### src/rtl/pjs_pkg.sv
// Package for the program jog sequencer: parameter layouts, defaults, timing.
// Assumes one 40 MHz control clock shared by every user of the package.
package pjs_pkg;

	// ---------------------------------------------------------------
	// Parameter word layouts and defaults
	// ---------------------------------------------------------------
	localparam int          SEL_W            = 16;
	localparam int          PAT_LSB          = 0;
	localparam int          PAT_W            = 4;
	localparam logic [15:0] SEL_DEFAULT      = 16'h0000;
	localparam logic [3:0]  PAT_MAX          = 4'h5;
	localparam int          DIST_W           = 32;
	localparam logic [31:0] DIST_DEFAULT     = 32'h00008000;
	localparam int          SPEED_W          = 16;
	localparam logic [15:0] SPEED_DEFAULT    = 16'h01f4;
	localparam int          RAMP_W           = 16;
	localparam logic [15:0] RAMP_DEFAULT     = 16'h0064;
	localparam int          WAIT_W           = 16;
	localparam logic [15:0] WAIT_DEFAULT     = 16'h0064;
	localparam int          CNT_W            = 16;
	localparam logic [15:0] CNT_DEFAULT      = 16'h0001;

	// ---------------------------------------------------------------
	// Timing
	// ---------------------------------------------------------------
	localparam int          CLK_HZ           = 40000000;
	localparam int          WAIT_UNIT_US     = 1000;
	localparam int          CYC_PER_MS       = CLK_HZ / 1000000 * WAIT_UNIT_US;
	localparam int          MS_CNT_W         = 16;

	// ---------------------------------------------------------------
	// Carriers
	// ---------------------------------------------------------------
	typedef struct packed {
		logic [SEL_W-1:0]   selection;
		logic [DIST_W-1:0]  distance;
		logic [SPEED_W-1:0] speed;
		logic [RAMP_W-1:0]  ramp;
		logic [WAIT_W-1:0]  wait_ms;
		logic [CNT_W-1:0]   count;
	} pjs_cfg_t;

	typedef struct packed {
		logic               reverse;
		logic [DIST_W-1:0]  distance;
		logic [SPEED_W-1:0] speed;
		logic [RAMP_W-1:0]  ramp;
	} pjs_move_t;

	typedef enum logic [2:0] {
		ST_IDLE  = 3'b000,
		ST_WAIT  = 3'b001,
		ST_ISSUE = 3'b011,
		ST_MOVE  = 3'b010,
		ST_DONE  = 3'b110
	} pjs_state_t;

endpackage

### src/rtl/pjs_ms_timer.sv
// Millisecond wait timer: counts a loaded number of milliseconds.
// Assumes an asynchronous active-low reset whose release is already synchronized.
`timescale 1ns/1ps
`default_nettype none
module pjs_ms_timer
	import pjs_pkg::*;
#(
	parameter int CYC_MS = CYC_PER_MS
) (
	input  wire logic                  clk_i,
	input  wire logic                  rst_n_i,
	input  wire logic                  start_i,
	input  wire logic [WAIT_W-1:0]     ms_i,
	output logic                       expired_o
);
	logic [MS_CNT_W-1:0] cyc_ff;
	logic [WAIT_W-1:0]   ms_left_ff;
	logic                run_ff;
	localparam logic [MS_CNT_W-1:0] CYC_LAST = MS_CNT_W'(CYC_MS - 1);

	// Zero wait expires one cycle after start so a wait is never skipped
	always_ff @(posedge clk_i or negedge rst_n_i) begin
		if (!rst_n_i) begin
			run_ff     <= 1'b0;
			cyc_ff     <= '0;
			ms_left_ff <= '0;
		end else if (start_i) begin
			run_ff     <= 1'b1;
			cyc_ff     <= '0;
			ms_left_ff <= ms_i;
		end else if (run_ff) begin
			if (ms_left_ff == '0) begin
				run_ff <= 1'b0;
			end else if (cyc_ff == CYC_LAST) begin
				cyc_ff     <= '0;
				ms_left_ff <= ms_left_ff - 1'b1;
			end else begin
				cyc_ff <= cyc_ff + 1'b1;
			end
		end
	end

	assign expired_o = run_ff && (ms_left_ff == '0) && !start_i;
endmodule
`default_nettype wire

### src/rtl/pjs_sequencer.sv
// Program jog sequencer: steps through waits and moves of a jog pattern
// and hands each move to the motion profile generator.
// Assumes the profile generator takes a move on valid/ready and pulses done.
//
// Function
// - Low hex digit of selection word picks pattern 0..5; resets to zero.
// - Patterns 0/1: count times wait then forward (0) or reverse (1) move.
// - Patterns 2/3: count forward then count reverse, or the reverse order.
// - Patterns 4/5: each repetition waits, moves one way, waits, moves back.
// - Each move is preceded by one wait of the waiting time in milliseconds.
`timescale 1ns/1ps
`default_nettype none
module pjs_sequencer
	import pjs_pkg::*;
#(
	parameter int CYC_MS = CYC_PER_MS
) (
	input  wire logic               SYS_CLK_I,
	input  wire logic               RST_N_I,
	input  wire pjs_pkg::pjs_cfg_t  CFG_I,
	input  wire logic               CFG_WE_I,
	input  wire logic               START_I,
	input  wire logic               ABORT_I,
	output pjs_pkg::pjs_move_t      MOVE_O,
	output logic                    MOVE_VALID_O,
	input  wire logic               MOVE_READY_I,
	input  wire logic               MOVE_DONE_I,
	output logic                    BUSY_O,
	output logic                    DONE_O,
	output logic [3:0]              PATTERN_O
);
	import pjs_pkg::*;

	// -----------------------------------------------------------------
	// Reset release
	// -----------------------------------------------------------------
	logic rst_meta_ff;
	logic rst_sync_n_ff;
	logic rst_n;
	always_ff @(posedge SYS_CLK_I or negedge RST_N_I) begin
		if (!RST_N_I) begin
			rst_meta_ff   <= 1'b0;
			rst_sync_n_ff <= 1'b0;
		end else begin
			rst_meta_ff   <= 1'b1;
			rst_sync_n_ff <= rst_meta_ff;
		end
	end
	assign rst_n = rst_sync_n_ff;

	// -----------------------------------------------------------------
	// Parameter store
	// -----------------------------------------------------------------
	pjs_cfg_t cfg_ff;
	logic     run_go;
	always_ff @(posedge SYS_CLK_I or negedge rst_n) begin
		if (!rst_n) begin
			cfg_ff <= '{SEL_DEFAULT, DIST_DEFAULT, SPEED_DEFAULT,
			            RAMP_DEFAULT, WAIT_DEFAULT, CNT_DEFAULT};
		end else if (CFG_WE_I) begin
			cfg_ff <= CFG_I;
		end
	end

	// Out-of-range pattern codes are refused at start, not clamped
	logic [3:0] pat;
	assign pat       = cfg_ff.selection[PAT_LSB +: PAT_W];
	assign PATTERN_O = pat;

	// -----------------------------------------------------------------
	// Sequence state
	// -----------------------------------------------------------------
	pjs_state_t        state_ff;
	pjs_state_t        nxt_state;
	logic [3:0]        run_pat_ff;
	logic [CNT_W-1:0]  rep_ff;
	logic              phase_ff;
	logic              half_ff;
	logic              timer_start;
	logic              timer_expired;
	logic              last_move;
	logic              dir_rev;

	assign run_go = START_I && (pat <= PAT_MAX) && !ABORT_I;

	// Direction of the current move from pattern, half and phase
	always_comb begin
		dir_rev = 1'b0;
		unique case (run_pat_ff)
			4'h0:    dir_rev = 1'b0;
			4'h1:    dir_rev = 1'b1;
			4'h2:    dir_rev = half_ff;
			4'h3:    dir_rev = !half_ff;
			4'h4:    dir_rev = phase_ff;
			4'h5:    dir_rev = !phase_ff;
			default: dir_rev = 1'b0;
		endcase
	end

	// Last move: final repetition and, for two-part patterns, second part
	always_comb begin
		last_move = 1'b0;
		unique case (run_pat_ff)
			4'h2, 4'h3: last_move = half_ff && (rep_ff == cfg_ff.count - 1'b1);
			4'h4, 4'h5: last_move = phase_ff && (rep_ff == cfg_ff.count - 1'b1);
			default:    last_move = (rep_ff == cfg_ff.count - 1'b1);
		endcase
	end

	always_comb begin
		nxt_state   = state_ff;
		timer_start = 1'b0;
		unique case (state_ff)
			ST_IDLE: begin
				if (run_go) begin
					if (cfg_ff.count == '0) begin
						nxt_state = ST_DONE;
					end else begin
						nxt_state   = ST_WAIT;
						timer_start = 1'b1;
					end
				end
			end
			ST_WAIT: begin
				if (timer_expired) begin
					nxt_state = ST_ISSUE;
				end
			end
			ST_ISSUE: begin
				if (MOVE_READY_I) begin
					nxt_state = ST_MOVE;
				end
			end
			ST_MOVE: begin
				if (MOVE_DONE_I) begin
					if (last_move) begin
						nxt_state = ST_DONE;
					end else begin
						nxt_state   = ST_WAIT;
						timer_start = 1'b1;
					end
				end
			end
			ST_DONE: begin
				nxt_state = ST_IDLE;
			end
			default: nxt_state = ST_IDLE;
		endcase
		if (ABORT_I && state_ff != ST_IDLE) begin
			nxt_state   = ST_IDLE;
			timer_start = 1'b0;
		end
	end

	always_ff @(posedge SYS_CLK_I or negedge rst_n) begin
		if (!rst_n) begin
			state_ff <= ST_IDLE;
		end else begin
			state_ff <= nxt_state;
		end
	end

	// Pattern latched at start so a rewrite mid-run cannot change direction
	always_ff @(posedge SYS_CLK_I or negedge rst_n) begin
		if (!rst_n) begin
			run_pat_ff <= 4'h0;
		end else if (state_ff == ST_IDLE && run_go) begin
			run_pat_ff <= pat;
		end
	end

	// Repetition, phase and half bookkeeping advanced at each move end but the last
	always_ff @(posedge SYS_CLK_I or negedge rst_n) begin
		if (!rst_n) begin
			rep_ff   <= '0;
			phase_ff <= 1'b0;
			half_ff  <= 1'b0;
		end else if (state_ff == ST_IDLE) begin
			rep_ff   <= '0;
			phase_ff <= 1'b0;
			half_ff  <= 1'b0;
		end else if (state_ff == ST_MOVE && MOVE_DONE_I && !last_move) begin
			if (run_pat_ff == 4'h4 || run_pat_ff == 4'h5) begin
				phase_ff <= !phase_ff;
				if (phase_ff) begin
					rep_ff <= rep_ff + 1'b1;
				end
			end else if (rep_ff == cfg_ff.count - 1'b1) begin
				rep_ff  <= '0;
				half_ff <= 1'b1;
			end else begin
				rep_ff <= rep_ff + 1'b1;
			end
		end
	end

	// -----------------------------------------------------------------
	// Wait timer and outputs
	// -----------------------------------------------------------------
	pjs_ms_timer #(
		.CYC_MS    (CYC_MS)
	) u_timer (
		.clk_i     (SYS_CLK_I),
		.rst_n_i   (rst_n),
		.start_i   (timer_start),
		.ms_i      (cfg_ff.wait_ms),
		.expired_o (timer_expired)
	);

	// Move data held steady for the whole request
	always_ff @(posedge SYS_CLK_I or negedge rst_n) begin
		if (!rst_n) begin
			MOVE_O <= '0;
		end else if (state_ff == ST_WAIT) begin
			MOVE_O <= '{dir_rev, cfg_ff.distance, cfg_ff.speed, cfg_ff.ramp};
		end
	end

	always_ff @(posedge SYS_CLK_I or negedge rst_n) begin
		if (!rst_n) begin
			DONE_O <= 1'b0;
		end else begin
			DONE_O <= (state_ff == ST_DONE);
		end
	end

	assign MOVE_VALID_O = (state_ff == ST_ISSUE);
	assign BUSY_O       = (state_ff != ST_IDLE);

	// -----------------------------------------------------------------
	// Checks
	// -----------------------------------------------------------------
	property p_zero_count;
		@(posedge SYS_CLK_I) disable iff (!rst_n)
		(state_ff == ST_IDLE && run_go && cfg_ff.count == '0)
			|-> !MOVE_VALID_O [*2] ##1 DONE_O;
	endproperty
	a_zero_count: assert property (p_zero_count) else $error("zero count issued move");

	property p_wait_before_move;
		@(posedge SYS_CLK_I) disable iff (!rst_n)
		$rose(MOVE_VALID_O) |-> $past(state_ff) == ST_WAIT;
	endproperty
	a_wait_before_move: assert property (p_wait_before_move) else $error("move without wait");

	property p_fwd_only;
		@(posedge SYS_CLK_I) disable iff (!rst_n)
		(MOVE_VALID_O && run_pat_ff == 4'h0) |-> !MOVE_O.reverse;
	endproperty
	a_fwd_only: assert property (p_fwd_only) else $error("pattern 0 reversed");

	property p_rev_only;
		@(posedge SYS_CLK_I) disable iff (!rst_n)
		(MOVE_VALID_O && run_pat_ff == 4'h1) |-> MOVE_O.reverse;
	endproperty
	a_rev_only: assert property (p_rev_only) else $error("pattern 1 forward");

	property p_halves;
		@(posedge SYS_CLK_I) disable iff (!rst_n)
		(MOVE_VALID_O && run_pat_ff == 4'h2) |-> MOVE_O.reverse == half_ff;
	endproperty
	a_halves: assert property (p_halves) else $error("pattern 2 order wrong");

	property p_alternate;
		@(posedge SYS_CLK_I) disable iff (!rst_n)
		(MOVE_VALID_O && run_pat_ff == 4'h5) |-> MOVE_O.reverse != phase_ff;
	endproperty
	a_alternate: assert property (p_alternate) else $error("pattern 5 order wrong");

	property p_bad_pattern;
		@(posedge SYS_CLK_I) disable iff (!rst_n)
		(state_ff == ST_IDLE && START_I && pat > PAT_MAX) |=> state_ff == ST_IDLE;
	endproperty
	a_bad_pattern: assert property (p_bad_pattern) else $error("illegal pattern ran");

	property p_valid_holds;
		@(posedge SYS_CLK_I) disable iff (!rst_n)
		(MOVE_VALID_O && !MOVE_READY_I && !ABORT_I) |=> MOVE_VALID_O && $stable(MOVE_O);
	endproperty
	a_valid_holds: assert property (p_valid_holds) else $error("request dropped");

	c_run: cover property (@(posedge SYS_CLK_I) disable iff (!rst_n) $rose(DONE_O));
	c_alt: cover property (@(posedge SYS_CLK_I) disable iff (!rst_n)
		MOVE_VALID_O && run_pat_ff == 4'h4 && phase_ff);
	c_half: cover property (@(posedge SYS_CLK_I) disable iff (!rst_n)
		MOVE_VALID_O && run_pat_ff == 4'h3 && half_ff);
endmodule
`default_nettype wire

### config.mk
export PLATFORM = sky130hd
export DESIGN_NAME = pjs_sequencer
export DESIGN_NICKNAME = d
export VERILOG_FILES = /design/src/rtl/pjs_pkg.sv /design/src/rtl/pjs_ms_timer.sv /design/src/rtl/pjs_sequencer.sv
export SDC_FILE = /design/constraint.sdc
export NUM_CORES = 1
export LEC_CHECK = 0
export CORE_UTILIZATION = 60
export DETAILED_ROUTE_END_ITERATION = 12
export DONT_BUFFER_PORTS = 1
export PLACE_DENSITY = 0.76
export SYNTH_ARGS = -nofsm -noshare
export SYNTH_HDL_FRONTEND = slang
export SYNTH_SLANG_ARGS = --single-unit
### constraint.sdc
create_clock -name SYS_CLK_I -period 12.7 [get_ports SYS_CLK_I]
set_input_delay 0.635 -clock SYS_CLK_I [delete_from_list [all_inputs] [get_ports SYS_CLK_I]]
set_output_delay 0.635 -clock SYS_CLK_I [all_outputs]
set_load 0.01 [all_outputs]
==> results of run 1 <==
[critical path, stage by stage, from the launching register on]
cell and delay (ps):
dfrtp_1 490, nor3_4 350, nand4_1 210, or4b_2 670
o211a_1 160, nor4bb_2 280, buf_4 230, a21oi_4 90
o21ai_4 560, mux2_2 420
[cell families after synthesis]
group,share of synthesized area
muxes,0.132
xor gates and xnor gates,0.0342
DFF,0.554
and+or+nand+nor,0.178
other,0.000366
buffers and inverters,0.0269
AOI/OAI and AO/OA,0.0689
adders and majority gates,0.00489
[sequential cells by signal, indices dropped and copies added, names as in the netlist]
signal,cells
DONE_O,1
MOVE_O,65
PATTERN_O,4
cfg_ff,96
half_ff,1
phase_ff,1
rep_ff,16
rst_meta_ff,1
rst_n,1
run_pat_ff,4
state_ff,3
u_timer.cyc_ff,16
u_timer.ms_left_ff,16
u_timer.run_ff,1
[per-layer routing]
layer / wire length [um] / track usage
met5: 27 / 0
met4: 399 / 0.0613
met3: 1910 / 0.0916
met2: 9890 / 0.397
met1: 8900 / 0.326
[worst max-delay path by stage]
stage,from,end,slack (ps)
after CTS,cfg_ff[2],u_timer.ms_left_ff[0],9130
final,cfg_ff[2],u_timer.ms_left_ff[0],9110
after detailed placement,cfg_ff[2],u_timer.ms_left_ff[0],9180
after global routing,cfg_ff[2],u_timer.ms_left_ff[0],8920
after floorplan,rst_n,DONE_O,5960
after global placement,cfg_ff[2],u_timer.ms_left_ff[1],9230
[final cells by class]
type                    instances  area [um2]
repair buffers                  6        60.1
diodes                          1        2.50
inverters                      14        52.6
flip-flops and latches        226        5680
clock inverters                10         180
clock buffers                  34         708
well taps                     220         275
multi-input cells             652        4300
fillers                      1220        5390
[stage by stage]
step / setup WS, ps / utilization
2_1_floorplan: 5960 / -
3_3_place_gp: 9230 / 0.622
3_5_place_dp: 9180 / 0.622
4_1_cts: 9130 / 0.676
5_1_grt: 8920 / 0.676
6_report: 9110 / 0.676
[placed cells by master (no fill, tap or decap), types with 12 or more instances in the layout]
| master | count |
|---|---|
| xnor2_1 | 17 |
| nand2_1 | 225 |
| nor3_1 | 12 |
| dfrtp_1 | 211 |
| mux2_2 | 107 |
| nor2_1 | 44 |
| o21ai_0 | 24 |
| nand3_1 | 22 |
| inv_1 | 13 |
| and3_1 | 13 |
| xor2_1 | 23 |
| dfstp_2 | 14 |
| clkbuf_16 | 24 |
| a21oi_1 | 15 |
[power by group]
group	total (mW)	switching, mW	leakage [nW]	internal [mW]
logic	0.522	0.312	1.92	0.209
registers	1.11	0.210	2.75	0.905
clock network	0.762	0.290	0.430	0.472
==> summary.txt, run 1 <==
CTS
  – CTS tree: done
  – CTS Sinks: 226
  – CTS clk-pin slew, worst paths: about 60 ps
  – Worst-Skew Late Latency: 530 ps
  – Post-CTS Setup Inserts: 0
  – Clock Tree Buf Depth: 3
  – Hold Buf Count CTS: 1
  – Num CTS Buffers: 24
  – PostCTS Resize Cnt: 0
  – Cell at the root of the clock tree: clkbuf_16
  – H-tree Lvls: 1

Routing
  – DR vias/cell: 5.84
  – Drt total wl: approximately 21 mm
  – DRC: 0
  – Detail Route Antenna Nets: 0
  – Iter 0 DRT Violations: 471
  – Wirelength per Cell: 18.2 um
  – Routed vias: 6,790
  – Initial DRT Pass Iterations: 5

Timing
  – # setup viols final: 0
  – Worst-Margin Slew: about 1000 ps
  – Setup TNS: 0 ps
  – Final period utilization: 0.283
  – Final Hold Vio Count: 0
  – Final Max Slew Viols: 0
  – Worst hold slack: 222 ps
  – RSZ-0062 raised after global routing: false
  – Tmin final: 3590 ps
  – Max_slew headroom: 0.304
  – Final clock skew: 14.6 ps
  – Fmax: 278 MHz

Finish
  – Final instance area: approximately 0.011 mm2
  – Post-Layout Cell Count: 1,163
  – Layout overhead on the synthesized area: 9.96%
  – Share of layout cells above drive strength 1: 0.209
  – Layout Nets: 1,047

Power
  – Pwr Total: 2.40 mW
  – PwrDens: between 200 and 250 mW/mm2
  – Pleak: 5.10 nW
  – Max VDD drop: 0.000190 V

Global route
  – Vias in the first global route: 6,899
  – Total congestion overflow: 0
  – Initial antenna violation count: 3
  – Largest net degree at the start of global routing: 171
  – First-pass GRT wire length: 35.1 mm
  – Total global-route track usage: 0.249

Floorplan
  – Die height: 133 um
  – Die ar.: 0.0176 mm2
  – Chip width: 133 um
  – I/O pin count: 191
  – Core area: approximately 0.017 mm2
  – Initial core utilization: 0.615
  – Row count: 47

Min path
  – Hold/Removal Path Class: input pin to register
  – Hold wc startpoint: CFG_WE_I
  – Hold path endpoint: cfg_ff[0]
  – Hold Crit Depth: 1

Yosys
  – Seq cells post-synth: 226
  – Largest cells by area after synthesis: dfrtp_1 (52%), mux2_2 (12%), nand2_1 (8.3%), dfstp_2 (3.6%), xor2_1 (2.0%)
  – Post-synth EDFFs: 0
  – Mapped Cells: 939
  – Synthesized Nets: 1,062
  – Synth top cells by count: nand2_1 (225), dfrtp_1 (212), mux2_2 (107)
  – Yosys warns: 0
  – Register area share after synthesis: 0.554
  – Count leader, synth: nand2_1
  – Yosys cell types: 72
  – Leading area contributor after synthesis: dfrtp_1
  – Async SR Flop Fraction: 1.00
  – Post-synth top area share: 0.518
  – Netlist Area Pre-Place: 0.0102 mm2
  – Post-synthesis area per instance: roughly 11 um2
  – Post-synth top flop: dfrtp_1

Critical path
  – Worst path required time: 13,090 ps
  – Crit path DAT: 3990 ps
  – Crit Reg-Reg Startpoint: cfg_ff[2]
  – Worst Setup End Kind: register
  – RR Endpoint: u_timer.ms_left_ff[0]
  – Reg2reg setup slack: 9110 ps
  – WS Path Type: register to register
  – Worst Path Max Fanout: 17
  – Crit start category: register
  – Cells on worst reg2reg path: 9

Placed design
  – Cells after DPL: 1,117
  – Port Buffer Count: 0
  – Final HPWL DP: 13.4 mm
  – RD Place Congestion: 0.826
  – Placed instance area: 0.0104 mm2

Flow run
  – Max Cap Viol: 0

Outcome
  – Status: finished clean
Power figures use the tool's default switching activity.
==> run 2, diff against run 1 <==
==> constraint.sdc (replaced) <==
create_clock -name SYS_CLK_I -period 3.7 [get_ports SYS_CLK_I]
set_input_delay 0.185 -clock SYS_CLK_I [delete_from_list [all_inputs] [get_ports SYS_CLK_I]]
set_output_delay 0.185 -clock SYS_CLK_I [all_outputs]
set_load 0.01 [all_outputs]
==> run 2 against run 1 <==
- sequential share of layout area is 4.3 points lower
- non-clock buffer count is 109 higher
- die area stayed put
- count of clock-buffer cells in the layout stayed put
- first-iteration DRC count is 5.5% lower
- critical path type unchanged
- highest routed layer is now met4
==> summary.txt, run 2 (same netlist as run 1, synthesis figures left out) <==
Routing
  – Wirelength per Cell: approximately 19 um
  – Detail Route Antenna Nets: 0
  – DR vias/cell: 5.79
  – Routed vias: 7,361
  – Initial DRT Pass Iterations: 5
  – Drt total wl: 23.7 mm
  – DRC: 0
  – Iter 0 DRT Violations: between 400 and 500

Power
  – Clk pwr share: 0.297
  – Combinational share of power: 0.240
  – Sequential Power Share: 0.463
  – Switch Pwr: between 2 and 3 mW
  – Pint: 5.39 mW
  – Switching share of power: 0.350
  – PwrDens: 674 mW/mm2
  – Max VDD drop: between 0.0006 and 0.0007 V
  – Pleak: 5.55 nW

Finish
  – Biggest regs: cfg_ff x96, MOVE_O x65
  – Layout overhead on the synthesized area: 20.1%
  – Largest Register: cfg_ff
  – Most frequent cells in the layout: nand2_1 (225), dfrtp_1 (211), mux2_2 (107), dlygate4sd3_1 (104), nor2_1 (44)
  – Final instance area: 0.0123 mm2
  – Largest register FFs: 96
  – Layout Nets: 1,156
  – Commonest non-fill, non-tap cell in the layout: nand2_1
  – Share of layout cells above drive strength 1: 0.189

Critical path
  – RR Endpoint: u_timer.ms_left_ff[3]
  – Worst Setup End Kind: register
  – Crit Reg-Reg Startpoint: cfg_ff[2]
  – Worst path required time: 4090 ps
  – Reg2reg setup slack: 310 ps
  – WS Path Type: register to register
  – Crit. Startpoint: cfg_ff[2]
  – Worst Path Max Fanout: 17
  – Cells on worst reg2reg path: 10
  – Crit path DAT: 3780 ps
  – Crit start category: register

Min path
  – Hold wc startpoint: MOVE_DONE_I
  – Hold Crit Depth: 3
  – Hold/Removal Path Class: input pin to register
  – Hold path endpoint: state_ff[1]

Global route
  – Total congestion overflow: 0
  – Vias in the first global route: 7,732
  – Total global-route track usage: 0.278
  – First-pass GRT wire length: 39.1 mm
  – Initial antenna violation count: 2
  – Largest net degree at the start of global routing: 125

Floorplan
  – Row count: 47
  – Die ar.: 0.0176 mm2
  – Core area: approximately 0.017 mm2
  – Initial core utilization: 0.615
  – I/O pin count: 191
  – Die height: 133 um
  – Chip width: 133 um

CTS
  – CTS Sinks: 226
  – Hold Buf Count CTS: 105
  – CTS clk-pin slew, worst paths: ~60 ps
  – Post-CTS Setup Inserts: 0
  – CTS tree: done
  – Worst-Skew Late Latency: 530 ps
  – Clock Tree Buf Depth: 3
  – Num CTS Buffers: 24
  – PostCTS Resize Cnt: 0
  – Cell at the root of the clock tree: clkbuf_16
  – H-tree Lvls: 1

Timing
  – Worst-Margin Slew: 792 ps
  – Final clock skew: between 20 and 25 ps
  – Final period utilization: 0.917
  – Setup TNS: 0 ps
  – Fmax: 295 MHz
  – Worst Slack Setup Final: 308 ps
  – Max_slew headroom: 0.472
  – RSZ-0062 raised after global routing: false
  – Final Hold Vio Count: 0
  – Tmin final: around 3400 ps
  – # setup viols final: 0
  – Final Max Slew Viols: 0

Placed design
  – Port Buffer Count: 0
  – Pre-CTS setup slack: 344 ps
  – Final HPWL DP: 13.6 mm
  – RD Place Congestion: 0.809
  – Placed instance area: 0.0104 mm2

Flow run
  – Max Cap Viol: 0

Outcome
  – Status: finished clean
-- run 2: cell count changes in the layout (fill, tap and decap cells not counted), sizes merged --
cell / delta
buf: +6
bufinv: -1
clkinv: +2
clkinvlp: -2
diode: +1
dlygate4sd3: +103
-- run 2: power groups by stage --
stage / Sequential [mW] / Clock, mW / Combinational [mW]
floorplan: 3.68 / 0 / 1.49
global placement: 3.83 / 0 / 1.73
detailed placement: 3.83 / 0 / 1.82
CTS: 3.82 / 2.49 / 1.94
global route: 3.92 / 2.59 / 2.23
finish: 3.84 / 2.46 / 1.99
-- run 2: layout make-up --
| type | count | area, um2 |
|---|---|---|
| Sequential cell | 226 | 5680 |
| Multi-Input combinational cell | 652 | 4300 |
| Inverter | 14 | 52.6 |
| Fill cell | 1048 | 4350 |
| Timing Repair Buffer | 115 | 1170 |
| Clock buffer | 34 | 668 |
| Clock inverter | 9 | 145 |
| Antenna cell | 2 | 5.00 |
| Tap cell | 220 | 275 |
-- run 2: worst max-delay path by stage --
stage                                         to  slack (ps)  cells after the start
after floorplan           u_timer.ms_left_ff[10]         580                     12
after global placement     u_timer.ms_left_ff[3]         420                     10
after detailed placement   u_timer.ms_left_ff[3]         340                     10
after CTS                  u_timer.ms_left_ff[3]         320                     10
after global routing       u_timer.ms_left_ff[4]         120                     10
final                      u_timer.ms_left_ff[3]         310                     10
-- run 2: critical path: stages (launching register included) --
cell	delay, ps
dfrtp_1	490
nor3_4	340
nand4_1	210
or4b_2	670
o211a_1	160
nor4bb_2	290
buf_4	230
a21oi_4	90
o21ai_4	120
buf_4	290
mux2_2	380
-- run 2: through the flow --
| step | hold slack, ps | total power [mW] | util | instances |
|---|---|---|---|---|
| finish | 36.4 | 8.29 | 0.739 | 1272 |
| global route | 57.0 | 8.74 | 0.739 | 1272 |
| CTS | 30.2 | 8.24 | 0.738 | 1270 |
| detailed placement | -111 | 5.66 | 0.625 | 1122 |
| global placement | -111 | 5.56 | 0.625 | 1122 |
| floorplan | -111 | 5.17 | - | 939 |
-- run 2: per-layer routing --
| metal | vias to the layer above | routed length [um] | global-route usage |
|---|---|---|---|
| met5 | - | 0 | 0 |
| met1 | 3620 | 9700 | 0.354 |
| met3 | 59 | 1690 | 0.0693 |
| met2 | 261 | 11500 | 0.464 |
| met4 | 0 | 762 | 0.0990 |
| li1 | 3421 | - | - |
